File: config.mk
export PLATFORM = sky130hd
export DESIGN_NAME = fepwm_top
export DESIGN_NICKNAME = d
export VERILOG_FILES = /design/src/hw/fepwm_pkg.sv /design/src/hw/fepwm_top.sv /design/src/hw/fepwm_cal.sv
export SDC_FILE = /design/constraint.sdc
export NUM_CORES = 1
export LEC_CHECK = 0
export BUFFER_PORTS_ARGS = -buffer_cell sky130_fd_sc_hd__buf_2
export CAP_MARGIN = 20
export CELL_PAD_IN_SITES_DETAIL_PLACEMENT = 2
export CELL_PAD_IN_SITES_GLOBAL_PLACEMENT = 2
export CORE_MARGIN = 2
export CORE_UTILIZATION = 37
export CTS_CLUSTER_DIAMETER = 50
export DETAILED_ROUTE_END_ITERATION = 8
export PLACE_DENSITY = 0.91
export SYNTH_ARGS = -nofsm -noshare
export SYNTH_HDL_FRONTEND = slang
export SYNTH_SLANG_ARGS = --single-unit
File: constraint.sdc
create_clock -name ref_clk -period 9.7 [get_ports ref_clk]
set_clock_uncertainty 0.2 [all_clocks]
set_input_delay 0.97 -clock ref_clk [delete_from_list [all_inputs] [get_ports ref_clk]]
set_output_delay 0.97 -clock ref_clk [all_outputs]
set_load 0.005 [all_outputs]
File: src/hw/fepwm_pkg.sv
// Constants, carrier structs and state types of the fine edge PWM block.
// Assumes one 40 MHz system clock and a synchronous active-high reset.
//
// Behaviour
// - Fine edges blocked first 3 cycles of period
// - Six-cycle block while calibration runs concurrently
// - Window limits only fine placement at low duty
// - Coarse duty works down to zero percent
// - Count-down mode places rising edge finely
// - Count-down mode gives matching maximum duty limit
// - Fine edge uses up to steps per clock minus one steps
// - Channel has own steps-per-clock measurement logic
// - Fast calibration only with fine placement off
// - Result counts delay steps per system clock
// - Step count comes from compare upper byte
package fepwm_pkg;

    // Clock and delay step timing
    localparam int CLK_PERIOD_PS = 25000;   // 40 MHz system clock
    localparam int STEP_PS       = 150;     // Nominal delay step
    localparam logic [7:0] SPC_DEFAULT =
        8'(CLK_PERIOD_PS / STEP_PS);        // Steps per clock, uncalibrated

    // Inactive windows, counted in system clocks from period start
    localparam logic [2:0] WIN_PLAIN = 3'h3;
    localparam logic [2:0] WIN_CAL   = 3'h6;
    localparam logic [2:0] WIN_SAT   = 3'h7;

    // Fine compare layout: step count in the upper byte
    localparam int FINE_LSB = 8;
    localparam int FINE_MSB = 15;

    // Calibration averaging
    localparam logic [3:0] CAL_SAMPLES = 4'h8;
    localparam int         CAL_SHIFT   = 3;

    // Configuration carried into the block
    typedef struct packed {
        logic        count_down;            // Down counting, rising edge fine
        logic        fine_enable;           // Fine edge placement on
        logic        cal_concurrent;        // Slow calibration beside fine
        logic [15:0] period;                // Period in time base counts
        logic [15:0] coarse_compare_value;  // Coarse edge count
        logic [15:0] fine_compare_value;    // Fine steps in upper byte
    } fepwm_cfg_type;

    // Calibration sequencer states
    typedef enum logic {CAL_IDLE, CAL_RUN} fepwm_cal_st_type;

    // Calibration module state
    typedef struct packed {
        fepwm_cal_st_type st;
        logic             busy;
        logic             conc;             // Run is the concurrent kind
        logic             done;
        logic [3:0]       n;                // Samples taken
        logic [10:0]      acc;              // Sum of samples
        logic [7:0]       result;           // Steps per system clock
    } fepwm_cal_state_type;

    // Top module state
    typedef struct packed {
        logic [7:0]  div;                   // Time base divider
        logic [15:0] cnt;                   // Time base counter
        logic [2:0]  win;                   // Cycles since period start
        logic        wide;                  // Six-cycle window in force
        logic        pwm;                   // Coarse output level
        logic        fire;                  // Fine edge issued this cycle
        logic [7:0]  step;                  // Fine delay code
        logic        miss;                  // Fine edge lost to window
        logic [7:0]  tap1;                  // Tap count synchroniser
        logic [7:0]  tap2;
        logic        busy;                  // Calibration busy, delayed
        logic        done;                  // Calibration done, delayed
        logic [7:0]  result;                // Latched steps per clock
    } fepwm_top_state_type;

endpackage

File: src/hw/fepwm_top.sv
// Fine edge PWM channel: time base, coarse compare, fine edge window,
// delay code and calibration. The tapped delay line is a hard macro
// outside; it delays the coarse edge by fine_step_out taps when
// fine_fire is high, and reports a free-running taps-per-clock count.
`timescale 1ns/10ps
module fepwm_top #(
    parameter logic [7:0] TB_DIV = 8'h01   // System clocks per time base
) (
    // Clock and reset
    input  wire logic                   ref_clk,
    input  wire logic                   rst,
    // Configuration
    input  wire fepwm_pkg::fepwm_cfg_type cfg,
    input  wire logic                   cal_start,
    // Delay line interface
    input  wire logic [7:0]             tap_count,
    output logic                        pwm_out,
    output logic                        fine_fire,
    output logic [7:0]                  fine_step_out,
    output logic                        fine_miss,
    // Calibration status
    output logic                        cal_busy,
    output logic                        cal_done,
    output logic [7:0]                  fine_steps_per_clock
);
    fepwm_pkg::fepwm_top_state_type s_reg;   // Registered state
    fepwm_pkg::fepwm_top_state_type s_next;  // Next state

    logic       tb_tick;     // Time base enable pulse
    logic       wrap;        // Period ends this cycle
    logic       level;       // Coarse compare level
    logic       edge_now;    // Coarse edge this cycle
    logic [2:0] win_len;     // Window length in force
    logic       fine_open;   // Fine placement allowed
    logic [7:0] req_step;    // Requested steps
    logic [7:0] lim_step;    // Largest step below one clock
    logic [7:0] spc;         // Steps per clock in use
    logic       cal_go;      // Calibration start accepted
    logic       busy_w;      // Calibration running
    logic       busy_conc_w; // Concurrent calibration running
    logic       done_w;      // Calibration finished
    logic [7:0] result_w;    // Measured steps per clock
    logic       win_ok;      // Past the inactive window
    logic       dir_ok;      // Edge has the finely placed direction

    // Fast calibration needs fine placement off
    assign cal_go = cal_start &&
                    (cfg.cal_concurrent || !cfg.fine_enable);

    // Calibration sequencer of this channel
    fepwm_cal u_cal (
        .clk       (ref_clk),
        .rst       (rst),
        .start     (cal_go),
        .conc      (cfg.cal_concurrent),
        .sample_en (busy_conc_w ? wrap : 1'b1),
        .tap_count (s_reg.tap2),
        .busy      (busy_w),
        .busy_conc (busy_conc_w),
        .done      (done_w),
        .result    (result_w)
    );

    // Next state of time base, compare and fine edge logic
    always_comb begin
        s_next = s_reg;
        // Tap count passes two flops; macro holds it steady per clock
        s_next.tap1 = tap_count;
        s_next.tap2 = s_reg.tap1;
        // Time base divider
        tb_tick    = (s_reg.div == TB_DIV - 8'h01);
        s_next.div = tb_tick ? 8'h00 : s_reg.div + 8'h01;
        // Counter: up from zero, or down from period
        wrap = tb_tick && (cfg.count_down ? (s_reg.cnt == 16'h0000)
                                          : (s_reg.cnt >= cfg.period));
        if (tb_tick) begin
            if (wrap) begin
                s_next.cnt = cfg.count_down ? cfg.period : 16'h0000;
            end else begin
                s_next.cnt = cfg.count_down ? s_reg.cnt - 16'h0001
                                            : s_reg.cnt + 16'h0001;
            end
        end
        // Cycles since period start, saturating
        if (wrap) begin
            s_next.win = 3'h0;
        end else if (s_reg.win != fepwm_pkg::WIN_SAT) begin
            s_next.win = s_reg.win + 3'h1;
        end
        // Coarse level: compare zero gives zero duty
        level       = (s_next.cnt < cfg.coarse_compare_value);
        s_next.pwm  = level;
        edge_now    = (level != s_reg.pwm);
        // Window length depends on concurrent calibration
        s_next.wide = busy_conc_w;
        win_len     = busy_conc_w ? fepwm_pkg::WIN_CAL
                                  : fepwm_pkg::WIN_PLAIN;
        // Fine placement open only past the window, not in fast cal
        win_ok    = (s_next.win >= win_len);
        // Placed edge: falling in up mode, rising in down mode
        dir_ok    = (level == cfg.count_down);
        fine_open = cfg.fine_enable && !(busy_w && !busy_conc_w)
                    && win_ok;
        // Step count from the upper byte only
        req_step = cfg.fine_compare_value[fepwm_pkg::FINE_MSB:
                                          fepwm_pkg::FINE_LSB];
        // Clamp so the delay stays inside one clock
        spc      = (s_reg.result == 8'h00) ? fepwm_pkg::SPC_DEFAULT
                                           : s_reg.result;
        lim_step = spc - 8'h01;
        // Fine edge only on the placed edge, with a nonzero code
        s_next.fire = edge_now && dir_ok && fine_open
                      && (req_step != 8'h00);
        s_next.step = s_next.fire ? ((req_step > lim_step) ? lim_step
                                                           : req_step)
                                  : 8'h00;
        // Edge inside window keeps coarse timing only
        s_next.miss = edge_now && dir_ok && cfg.fine_enable
                      && (req_step != 8'h00) && !win_ok;
        // Calibration status, one cycle behind the sequencer
        s_next.busy = busy_w;
        s_next.done = done_w;
        if (done_w) begin
            s_next.result = result_w;
        end
    end

    // State register
    always_ff @(posedge ref_clk) begin
        if (rst) begin
            s_reg <= '0;
        end else begin
            s_reg <= s_next;
        end
    end

    assign pwm_out              = s_reg.pwm;
    assign fine_fire            = s_reg.fire;
    assign fine_step_out        = s_reg.step;
    assign fine_miss            = s_reg.miss;
    assign cal_busy             = s_reg.busy;
    assign cal_done             = s_reg.done;
    assign fine_steps_per_clock = s_reg.result;
endmodule

File: src/hw/fepwm_cal.sv
// Steps-per-clock measurement of one fine edge channel.
// Assumes tap counts already synchronised to the system clock.
`timescale 1ns/10ps
module fepwm_cal (
    // Clock and reset
    input  wire logic       clk,
    input  wire logic       rst,
    // Control
    input  wire logic       start,
    input  wire logic       conc,
    input  wire logic       sample_en,
    input  wire logic [7:0] tap_count,
    // Status
    output logic            busy,
    output logic            busy_conc,
    output logic            done,
    output logic [7:0]      result
);
    fepwm_pkg::fepwm_cal_state_type s_reg;   // Registered state
    fepwm_pkg::fepwm_cal_state_type s_next;  // Next state

    // Sequencer: sum a fixed number of samples, then average
    always_comb begin
        s_next      = s_reg;
        s_next.done = 1'b0;
        unique case (s_reg.st)
            fepwm_pkg::CAL_IDLE: begin
                // Start latches the run kind
                if (start) begin
                    s_next.st   = fepwm_pkg::CAL_RUN;
                    s_next.busy = 1'b1;
                    s_next.conc = conc;
                    s_next.n    = 4'h0;
                    s_next.acc  = 11'h000;
                end
            end
            fepwm_pkg::CAL_RUN: begin
                // One sample per enable; period rate when concurrent
                if (sample_en) begin
                    s_next.acc = s_reg.acc + {3'h0, tap_count};
                    s_next.n   = s_reg.n + 4'h1;
                    if (s_reg.n + 4'h1 == fepwm_pkg::CAL_SAMPLES) begin
                        s_next.st     = fepwm_pkg::CAL_IDLE;
                        s_next.busy   = 1'b0;
                        s_next.done   = 1'b1;
                        s_next.result = 8'(s_next.acc >>
                                           fepwm_pkg::CAL_SHIFT);
                    end
                end
            end
        endcase
    end

    // State register
    always_ff @(posedge clk) begin
        if (rst) begin
            s_reg <= '0;
        end else begin
            s_reg <= s_next;
        end
    end

    assign busy      = s_reg.busy;
    assign busy_conc = s_reg.busy & s_reg.conc;
    assign done      = s_reg.done;
    assign result    = s_reg.result;
endmodule

=== Yosys cells after proc, flatten, opt, wreduce, memory -nomap -nowiden ===
Index checks and enable logic that the tools add are counted.

* Bits in registers: 91
* Input port bits: 62
* Output and inout port bits: 21
* Word-level logic and storage cells: 88

* $add $sub $neg: 7
* Magnitude comparators: 4
* Equal/unequal tests: 7
* Mux-type cells: 20
* Bitwise operators: 4
* Reduce and logical (&&, ||, !) cells: 27

{| class="wikitable"
|+ Operators by type and width
! cell !! count
|-
| 16-bit 2-to-1 mux || 4
|-
| 15-bit case mux with 2 select lines || 1
|-
| 8-bit 2-to-1 mux || 3
|-
| 23-bit 2-to-1 mux || 1
|-
| 16-bit by 1-bit adder with 16-bit output (second input constant) || 1
|-
| 16-bit greater-or-equal comparator || 1
|-
| 16-bit logical NOT || 1
|-
| 8-bit logical NOT || 2
|-
| 16-bit < comparator || 1
|-
| 16-bit by 1-bit subtractor with 16-bit output (second input constant) || 1
|-
| 15-bit 2-to-1 mux || 1
|-
| 3-bit 2-to-1 mux || 4
|-
| 11-bit by 8-bit adder with 11-bit output || 1
|-
| 1-bit logical AND || 11
|-
| 8-bit by 1-bit adder with 8-bit output (second input constant) || 1
|-
| 8-bit greater-than comparator || 1
|-
| 8-bit nonzero test || 1
|-
| 8-bit by 1-bit subtractor with 8-bit output (second input constant) || 1
|-
| 3-bit AND reduction || 2
|-
| 4-bit by 1-bit adder with 4-bit output (second input constant) || 1
|-
| 4-bit == test (second input constant) || 1
|-
| 1-bit logical NOT || 4
|-
| 2-bit 2-to-1 mux || 2
|-
| 2-bit != test (second input constant) || 2
|-
| 14 further kinds || 20
|}

=== Logic depth before layout (Yosys ltp) ===
Gate-level depths: netlist of run 1.

* Word-level depth: 12
* Mapped depth: 22
* Depth with buffers taken out: 19

=== Hierarchy ===
From an unflattened synthesis of run 1, not the netlist that was laid out.

* Cells, all modules: 724
* Area, all modules: 6,058.3 µm²

{| class="wikitable"
|+ By module, submodules not included
! module !! times used !! cells an instance !! area each (µm²) !! seq. area each (µm²)
|-
| fepwm_top || 1 || 552 || 4,544.4 || 1,281.2
|-
| fepwm_cal || 1 || 172 || 1,514.0 || 540.5
|}

=== Worst setup path before layout of run 1 ===
OpenSTA, ideal clock, no wires.

* Kind: input to register
* From: in cfg[45] (netlist name)
* To: reg s_reg (netlist bit fine_step_out[2])
* Data arrival time: 4,917 ps
* Data required time: 9,430 ps
* Path slack: 4,513 ps
* Cell stages on the path: 22
* Buffers on the path: 4
* Cell sequence: inv_1 ha_1 nand4_1 nor3_2 nand2_1 a2111o_1 buf_2 nand2_1 buf_2 buf_1 a31oi_1 a21oi_1 ha_1 a21o_1 a21oi_1 o22ai_1 o21ai_0 nor2b_1 o21ai_0 or4_1 buf_2 a21boi_1

{| class="wikitable"
|+ RTL lines
! item !! RTL line !! text
|-
| from (decl) || fepwm_top.sv:13 || <nowiki>input wire fepwm_pkg::fepwm_cfg_type cfg,</nowiki>
|-
| to (signal assigned) || fepwm_top.sv:133 || <nowiki>s_reg <= s_next;</nowiki>
|-
| to (decl) || fepwm_top.sv:26 || <nowiki>fepwm_pkg::fepwm_top_state_type s_reg;</nowiki>
|}

==> results.cfg, run 1 <==
[finish]
layout_commonest_cell = dfxtp_1
final_nets = 895
finish.utilization_pct = 42.3
largest_reg_flops = 35
drive_gt1_share_pct = 13.2
antennaDiodeCount = 0
layout_common_cells = dfxtp_1 (91), buf_2 (74), nor2_1 (70)
syn2layout_area_growth_pct = 12.2

[global_routing]
grt.overflow.total = 0
grt_max_degree = 64
antenna_found_initial = 0
grt_pass1_wl_um = 33400
grt_pass1_vias = 6373
grt_usage_pct = 25.1

[route]
drt_pass1_iterations = 4
wl_um = 21000
ant_nets = 0
viasPerCell = 5.70
drt-initial-drc-count = 268
wl_per_cell_um = 21.4
vias = 5609
drc_errors = 0

[clocking]
cts_tree = built
cts_buffers = 9
cts_root_buf = clkbuf_16
worst_skew_pair.late_latency_ns = 0.37
postCtsHoldBufs = 0
cts-resized-gates = 0
cts.sinks = 91
htreeDepth = 3
clk_path_buf_depth = 2
post_cts_buffers = 0
clkTransAtPathRegs_ns = 0.07

[critical_path]
cp_top_family = compound AO/OA/AOI/OAI gates
crit_fanout = 31
critical_path_class = primary input to flop
cp-start-kind = primary input
cp_data_required_time_ns = 9.78
cp_cell_sequence = buf_2 > buf_4 > inv_1 > a41oi_1 > or2_1 > nand2_1 > mux2_2 > o21ai_0 > ha_1 > a211oi_1 > o22ai_1 > o21ai_0 > nor2b_1 > o21ai_0 > or4_1 > a21boi_1
cp-end-kind = flop
slowest_delay_ns = 0.80
cpMostUsedCell = o21ai_0
crit_arrival_ns = 6.91
slowest_stage = or4_1
cp_num_buf_inv = 3

[power_and_ir_drop]
leakagePower_nw = 3.09
power_density_mw_per_mm2 = 191
vdd_ir_drop_max_mv = 0.0910

[yosys]
synth_mux_area_share_pct = 5.26
ys.flop_type = dfxtp_1
yosysUniqueCellTypes = 64
synth-xor-area-share_pct = 4.69
synth_area_mm2 = 0.00597
synth_top_family_by_area = simple AND/OR/NAND/NOR gates
netlist_instances = 717
ys_seq_area_share_pct = 30.5
synth-adder-area-share_pct = 14.9
synthesis.nets = 849
synthSimpleGateAreaFrac_pct = 19.8
synth_seq_cells = 91
synth_compound_area_share_pct = 17.6
synth_edf_count = 0
synthArstFlopShare_pct = 0
avgSynthCellArea_um2 = 8.33
ys_warn_count = 0

[sta]
fin_crit_ns = 6.83
hold_ws_ns = 0.248
fin_ws_ns = 2.87
slew_violations = 0
final_hold_viol_count = 0
period_share_pct = 70.4
rsz0062_at_grt = false
max_freq_mhz = 146
slew-limit-headroom_pct = 33.9
tightest_slew_ns = 0.981
setup_viol = 0
setup-tns-final_ns = 0

[die]
die_x_um = 131
coreArea_mm2 = 0.0158
fp.dieArea_mm2 = 0.0172
io_pins = 83
floorplan.initialDensity_pct = 37.7
die_h_um = 131
std_cell_rows = 46

[place]
hpwl_um = 15600
place_ws_ns = 2.73
gp_congestion = 0.879
numPortBuffers = 74

[job]
maxCapViolCount = 0

[min_path]
worstHoldPathType = flop to flop

[outcome]
status = completed
per-layer routing:
layer | global-route usage (%) | up-vias | share of wire (%)
met2 | 46.5 | 146 | 52
li1 | - | 2625 | -
met3 | 3.73 | 47 | 3.8
met5 | 0 | - | 0
met4 | 10.9 | 0 | 2.9
met1 | 28.6 | 2791 | 41
cells in the mapped netlist (8+ instances only):
| cell type | n | area share [%] |
|---|---|---|
| xor2_1 | 16 | 2.3 |
| a21o_1 | 9 | 1.1 |
| dfxtp_1 | 91 | 30 |
| a21oi_1 | 46 | 3.9 |
| o21ai_0 | 28 | 2.3 |
| xnor2_1 | 16 | 2.3 |
| a211oi_1 | 12 | 1.5 |
| nand2_1 | 35 | 2.2 |
| nand4_1 | 8 | 0.84 |
| nor2_1 | 70 | 4.4 |
| a31oi_1 | 10 | 1.0 |
| nor2b_1 | 21 | 2.2 |
| nor3_1 | 18 | 1.5 |
| ha_1 | 68 | 14 |
| buf_4 | 16 | 2.0 |
| and2_1 | 15 | 1.6 |
| nor4_1 | 10 | 1.0 |
| nand3_1 | 29 | 2.4 |
| inv_1 | 56 | 3.5 |
| mux2i_1 | 28 | 4.7 |
| clkbuf_1 | 17 | 1.1 |
area by class of cell:
type,instances,area (um2)
fill,1792,9130
multi-input combinational,528,3720
sequential,91,1820
timing repair buffer,77,393
tap,216,270
clock buffer,10,239
inverter,56,210
clock inverter,6,50.0
worst paths after layout:
path	from	end	slack [ns]	depth (start not counted)
hold reg to reg	s_next[10]$_SDFF_PP0_	s_reg[10]$_SDFF_PP0_	0.25	1
setup / recovery	cfg[50]	fine_step_out[3]$_SDFF_PP0_	2.87	16
setup reg to reg	s_reg[54]$_SDFF_PP0_	fine_step_out[3]$_SDFF_PP0_	3.31	16
hold / removal	s_next[10]$_SDFF_PP0_	s_reg[10]$_SDFF_PP0_	0.25	1
power breakdown:
group / internal, mW / switching [mW]
Clock: 0.184 / 0.168
Combinational: 0.195 / 0.287
Sequential: 0.404 / 0.0429
metrics by stage:
stage,power [mW],area [um2],std cells
after floorplan,0.761,5970,717
after global placement,0.867,6410,968
after detailed placement,0.922,6410,968
after CTS,1.28,6700,984
after global routing,1.35,6700,984
final,1.28,6700,984
cell families (layout without fill, tap and decap cells):
family / Yosys count / in the layout
buffers and inverters: 98 / 149
muxes: 31 / 31
and+or+nand+nor: 235 / 235
DFF: 91 / 91
adders and majority gates: 70 / 70
xor gates and xnor gates: 32 / 32
AOI/OAI and AO/OA: 160 / 160
No activity file was read; power rests on OpenSTA's default activity.
==> run 2: changes to the inputs <==
--- a/config.mk
+++ b/config.mk
@@ -5,15 +5,16 @@
 export SDC_FILE = /design/constraint.sdc
 export NUM_CORES = 1
 export LEC_CHECK = 0
+export ABC_AREA = 1
 export BUFFER_PORTS_ARGS = -buffer_cell sky130_fd_sc_hd__buf_2
 export CAP_MARGIN = 20
 export CELL_PAD_IN_SITES_DETAIL_PLACEMENT = 2
 export CELL_PAD_IN_SITES_GLOBAL_PLACEMENT = 2
 export CORE_MARGIN = 2
-export CORE_UTILIZATION = 37
+export CORE_UTILIZATION = 33
 export CTS_CLUSTER_DIAMETER = 50
 export DETAILED_ROUTE_END_ITERATION = 8
-export PLACE_DENSITY = 0.91
+export PLACE_DENSITY = 0.87
 export SYNTH_ARGS = -nofsm -noshare
 export SYNTH_HDL_FRONTEND = slang
 export SYNTH_SLANG_ARGS = --single-unit
==> constraint.sdc (replaced) <==
create_clock -name ref_clk -period 6.74 [get_ports ref_clk]
set_clock_uncertainty 0.2 [all_clocks]
set_input_delay 0.674 -clock ref_clk [delete_from_list [all_inputs] [get_ports ref_clk]]
set_output_delay 0.674 -clock ref_clk [all_outputs]
set_load 0.005 [all_outputs]
==> run 2 against run 1 <==
  * Sequential share of layout area increased by 1.0 points
  * Total power up 35%
  * Critical path depth rose by 5
  * Non-clock buffer count did not move
  * Global-route usage fell by 5.4 points
  * Largest power group is now sequential cells
  * Hold slack got worse by 0.046 ns
  * Critical path type unchanged
  * Clock-buffer cell count unchanged
  * First-iteration DRC count down 59%
  * Clock power up 57%
  * Cell count up 8.2%
  * Synthesized area down 4.9%
  * Die area grew 6.4%
==> results.cfg, run 2 <==
[clocking]
worst_skew_pair.late_latency_ns = 0.35
cts_buffers = 9
cts_root_buf = clkbuf_16
cts-resized-gates = 0
post_cts_buffers = 0
cts_tree = built
clkTransAtPathRegs_ns = 0.07
cts.sinks = 91
postCtsHoldBufs = 0
htreeDepth = 3
clk_path_buf_depth = 2

[critical_path]
cp-end-kind = flop
slowest_delay_ns = 0.43
cp_cell_sequence = buf_2 > ha_1 > inv_1 > o21bai_1 > a21boi_0 > nand2_1 > nand3_1 > nand2_1 > a31oi_1 > o21ai_0 > a21oi_1 > o21ai_0 > nand3_1 > nand2_1 > ha_1 > nand4_1 > nor3_1 > nand2_1 > nand3_1 > nand4_4 > nor2_1
cp-start-kind = primary input
crit_arrival_ns = 4.72
critical_path_class = primary input to flop
crit_fanout = 23
slowest_stage = buf_2
cp_data_required_time_ns = 6.82
worst-r2r-setup-slack_ns = 2.50
cpMostUsedCell = nand2_1

[yosys]
synth_edf_count = 0
netlist_top_cells_count = nand2_1 (131), inv_1 (115), dfxtp_1 (91), nor2_1 (91), a21oi_1 (81)
yosysMostFrequentCell = nand2_1
synth_seq_cells = 91
synth_top_cell_area_share_pct = 32.1
synthArstFlopShare_pct = 0
netlist_instances = 787
avgSynthCellArea_um2 = 7.22
synth_area_leaders = dfxtp_1 (32%), ha_1 (15%), nand2_1 (8.7%)
yosysUniqueCellTypes = 46
synth_area_mm2 = 0.00568
ys.flop_type = dfxtp_1
synth_largest_area_cell = dfxtp_1
ys_warn_count = 0
synthesis.nets = 919
ys_seq_area_share_pct = 32.1

[route]
drt-initial-drc-count = 111
drc_errors = 0
wl_um = 17200
drt_pass1_iterations = 4
wl_per_cell_um = 16.2
viasPerCell = 5.02
vias = 5341
ant_nets = 0

[global_routing]
grt_usage_pct = 19.8
grt_pass1_wl_um = 28900
grt.overflow.total = 0
grt_pass1_vias = 5948
antenna_found_initial = 0
grt_max_degree = 55

[finish]
final_nets = 972
drive_gt1_share_pct = 13.0
syn2layout_area_growth_pct = 13.7
layout_commonest_cell = nand2_1
layout_common_cells = nand2_1 (131), inv_1 (115), nor2_1 (91), dfxtp_1 (91), a21oi_1 (81)
largest_reg_flops = 35
fill_cells = 2042
final_area_mm2 = 0.00646
antennaDiodeCount = 0

[sta]
final_hold_viol_count = 0
max_freq_mhz = 215
setup_viol = 0
fin_ws_ns = 2.09
slew_violations = 0
hold_ws_ns = 0.202
setup-tns-final_ns = 0
fin_crit_ns = 4.65
tightest_slew_ns = 0.875
period_share_pct = 69.0
slew-limit-headroom_pct = 41.5
rsz0062_at_grt = false

[die]
std_cell_rows = 47
die_x_um = 135
coreArea_mm2 = 0.0167
floorplan.initialDensity_pct = 34.0
io_pins = 83
fp.dieArea_mm2 = 0.0183
die_h_um = 135

[power_and_ir_drop]
vdd_ir_drop_max_mv = 0.141
leakagePower_nw = 3.16
power.total_mw = 1.73
power_density_mw_per_mm2 = 268

[place]
placed_area_mm2 = 0.00614
place_ws_ns = 1.76
numPortBuffers = 74
gp_congestion = 0.807
hpwl_um = 12900

[job]
maxCapViolCount = 0

[outcome]
status = completed

[min_path]
worstHoldPathType = flop to flop
[run 2: changes by cell type in the layout (fill, tap and decap cells not counted), moves of 8 or more]
cell	before	now
mux2i_1	28	0
a21oi_1	46	81
a21o_1	9	1
and2_1	15	1
xnor2_1	16	6
nand2_1	35	131
nor2b_1	21	0
o21ai_0	28	45
a31oi_1	10	2
inv_1	56	115
nor2_1	70	91
[run 2: power by group]
part	internal (mW)	switching (mW)
combinational	0.218	0.346
sequential	0.578	0.0395
clock	0.326	0.225
[run 2: critical path, delay by kind of cell]
kind	cells	cell delay (ns)
AO/OA/AOI/OAI	6	1.14
buffers and inverters	2	0.53
adder cells (fa/ha/maj)	2	0.69
AND/OR/NAND/NOR	11	1.67
[run 2: layer usage]
layer / wire length [um] / GRT usage, % / part of all wire (%) / up-vias
li1: - / - / - / 2667
met1: 7770 / 23.2 / 45 / 2580
met2: 8830 / 37.5 / 51 / 79
met3: 453 / 3.63 / 2.6 / 15
met4: 181 / 3.82 / 1.1 / 0
met5: 0 / 0 / 0 / -
[run 2: area by class of cell]
| class | count | area, um2 | share of cell area, % |
|---|---|---|---|
| clock buffers | 10 | 229 | 3.54 |
| clock inverters | 6 | 90.1 | 1.39 |
| inverters | 118 | 443 | 6.85 |
| multi-input cells | 543 | 3210 | 49.7 |
| flip-flops and latches | 91 | 1820 | 28.2 |
| well taps | 220 | 275 | 4.26 |
| repair buffers | 77 | 393 | 6.08 |
[run 2: worst paths after layout]
check,endpoint,cells past startpoint,start
worst max register to register,fine_step_out[4]$_SDFF_PP0_,20,s_reg[45]$_SDFF_PP0_
worst min-delay path,s_reg[11]$_SDFF_PP0_,2,s_next[11]$_SDFF_PP0_
worst max-delay path,fine_step_out[4]$_SDFF_PP0_,21,cfg[50]
worst min register to register,s_reg[11]$_SDFF_PP0_,2,s_next[11]$_SDFF_PP0_
[run 2: cell families (layout without fill, tap and decap cells)]
logic type,Yosys count,in the layout,share of synthesized area (%)
multiplexers,1,1,0.198
buffers and inverters,153,211,11.4
AO/OA/AOI/OAI,166,166,16.4
adder cells (fa/ha/maj),70,70,15.7
AND/OR/NAND/NOR,288,288,21.4
XOR/XNOR,18,18,2.77
flip-flops,91,91,32.1
[run 2: stage by stage]
stage,cells,utilization (%)
final,1065,38.7
after global routing,1065,38.7
after CTS,1064,38.7
after detailed placement,1048,36.7
after global placement,1048,36.7
after floorplan,787,-
==> run 3: changes to the inputs <==
==> constraint.sdc (replaced) <==
create_clock -name ref_clk -period 4.7 [get_ports ref_clk]
set_clock_uncertainty 0.2 [all_clocks]
set_input_delay 0.47 -clock ref_clk [delete_from_list [all_inputs] [get_ports ref_clk]]
set_output_delay 0.47 -clock ref_clk [all_outputs]
set_load 0.005 [all_outputs]
==> run 3 against run 2 <==
  * Sequential share of layout area about the same
  * Global-route usage increased by 0.30 points
  * Critical path depth unchanged
  * Clock power increased by 36%
  * Routed wire length increased by 0.65%
  * Sequential cell count unchanged
  * Die area unchanged
  * First-iteration DRC count increased by 77%
  * Sequential power increased by 43%
  * Core utilization increased by 0.060 points
  * Setup slack got worse by 1.5 ns
  * Critical endpoint is now fine_step_out[3]$_SDFF_PP0_
  * Largest power group unchanged
==> results.cfg, run 3 (synthesis results as in run 2) <==
[clocking]
clkTransAtPathRegs_ns = 0.07
cts.sinks = 91
htreeDepth = 3
cts_tree = built
cts-resized-gates = 0
cts_root_buf = clkbuf_16
postCtsHoldBufs = 0
clk_path_buf_depth = 2
post_cts_buffers = 0
worst_skew_pair.late_latency_ns = 0.35
cts_buffers = 9

[sta]
fin_crit_ns = 4.14
tightest_slew_ns = 0.595
period_share_pct = 88.2
rsz0062_at_grt = false
fin_ws_ns = 0.555
setup_viol = 0
slew-limit-headroom_pct = 60.0
setup-tns-final_ns = 0
hold_ws_ns = 0.113
final_hold_viol_count = 0
slew_violations = 0
max_freq_mhz = 241

[job]
maxCapViolCount = 0

[critical_path]
cp_num_buf_inv = 2
cp_cell_sequence = buf_2 > ha_1 > inv_1 > o21bai_1 > a21boi_0 > nand2_1 > nand3_1 > nand2_1 > a31oi_1 > o21ai_0 > a21oi_1 > o21ai_0 > nand3_1 > nand2_1 > ha_1 > nand4_1 > nor3_1 > nand2_1 > nand3_1 > nand4_4 > nor2_1
cpMostUsedCell = nand2_1
cp-end-kind = flop
cp-start-kind = primary input
slowest_stage = a31oi_1
critical_path_class = primary input to flop
slowest_delay_ns = 0.38
crit_fanout = 13
worst-r2r-setup-slack_ns = 0.57
cp_top_family = simple AND/OR/NAND/NOR gates
crit_arrival_ns = 4.23
cp_data_required_time_ns = 4.78

[die]
coreArea_mm2 = 0.0167
io_pins = 83
die_h_um = 135
std_cell_rows = 47
fp.dieArea_mm2 = 0.0183
floorplan.initialDensity_pct = 34.0
die_x_um = 135

[route]
ant_nets = 0
wl_um = 17300
wl_per_cell_um = 16.2
vias = 5343
viasPerCell = 5.00
drt_pass1_iterations = 4
drt-initial-drc-count = 197
drc_errors = 0

[global_routing]
antenna_found_initial = 0
grt_pass1_vias = 5972
grt_max_degree = 54
grt.overflow.total = 0
grt_pass1_wl_um = 29200
grt_usage_pct = 20.1

[finish]
syn2layout_area_growth_pct = 13.9
drive_gt1_share_pct = 13.4
regArea_mm2 = 0.00182
fill_cells = 2038
layout_common_cells = nand2_1 (131), inv_1 (115), nor2_1 (91), dfxtp_1 (91), a21oi_1 (81)
final_nets = 975
finish.utilization_pct = 38.8
final_area_mm2 = 0.00647
fin_cells = 1068
multi_input_area_mm2 = 0.00321
layout_commonest_cell = nand2_1
largest_reg_flops = 35
antennaDiodeCount = 0

[place]
placed_cells = 1051
numPortBuffers = 74
place_ws_ns = 0.292
placed_area_mm2 = 0.00616
hpwl_um = 13100
gp_congestion = 0.770

[outcome]
status = completed

[power_and_ir_drop]
leakagePower_nw = 3.16
vdd_ir_drop_max_mv = 0.208
power_density_mw_per_mm2 = 379
power.total_mw = 2.45

[min_path]
worstHoldPathType = primary input to flop
[run 3: tightest hold or removal path, delay by kind of cell]
kind	cells	cell delay [ns]
and+or+nand+nor	1	0.06
buffers and inverters	2	0.10
[run 3: area by class of cell]
cell class / instances / share of cell area, %
clock buffer: 9 / 3.48
sequential: 91 / 28.1
clock inverter: 7 / 1.20
tap: 220 / 4.25
inverter: 118 / 6.84
multi-input combinational: 543 / 49.6
timing repair buffer: 80 / 6.47
[run 3: routing by layer]
metal	up-vias	GRT usage [%]	wire length (um)
li1	2674	-	-
met3	17	3.52	431
met4	0	4.46	217
met1	2584	24.1	7860
met5	-	0	0
met2	68	37.3	8840
[run 3: report_power, final]
part | internal [mW] | switching, mW
Combinational | 0.316 | 0.504
Clock | 0.415 | 0.334
Sequential | 0.829 | 0.0561
Total | 1.56 | 0.894
[run 3: worst paths after layout]
check / depth (start not counted) / from / end
max: 21 / cfg[50] / fine_step_out[3]$_SDFF_PP0_
min: 3 / tap_count[3] / s_next[13]$_SDFF_PP0_
max reg2reg: 20 / s_reg[45]$_SDFF_PP0_ / fine_step_out[3]$_SDFF_PP0_
min reg2reg: 2 / s_next[15]$_SDFF_PP0_ / s_reg[15]$_SDFF_PP0_
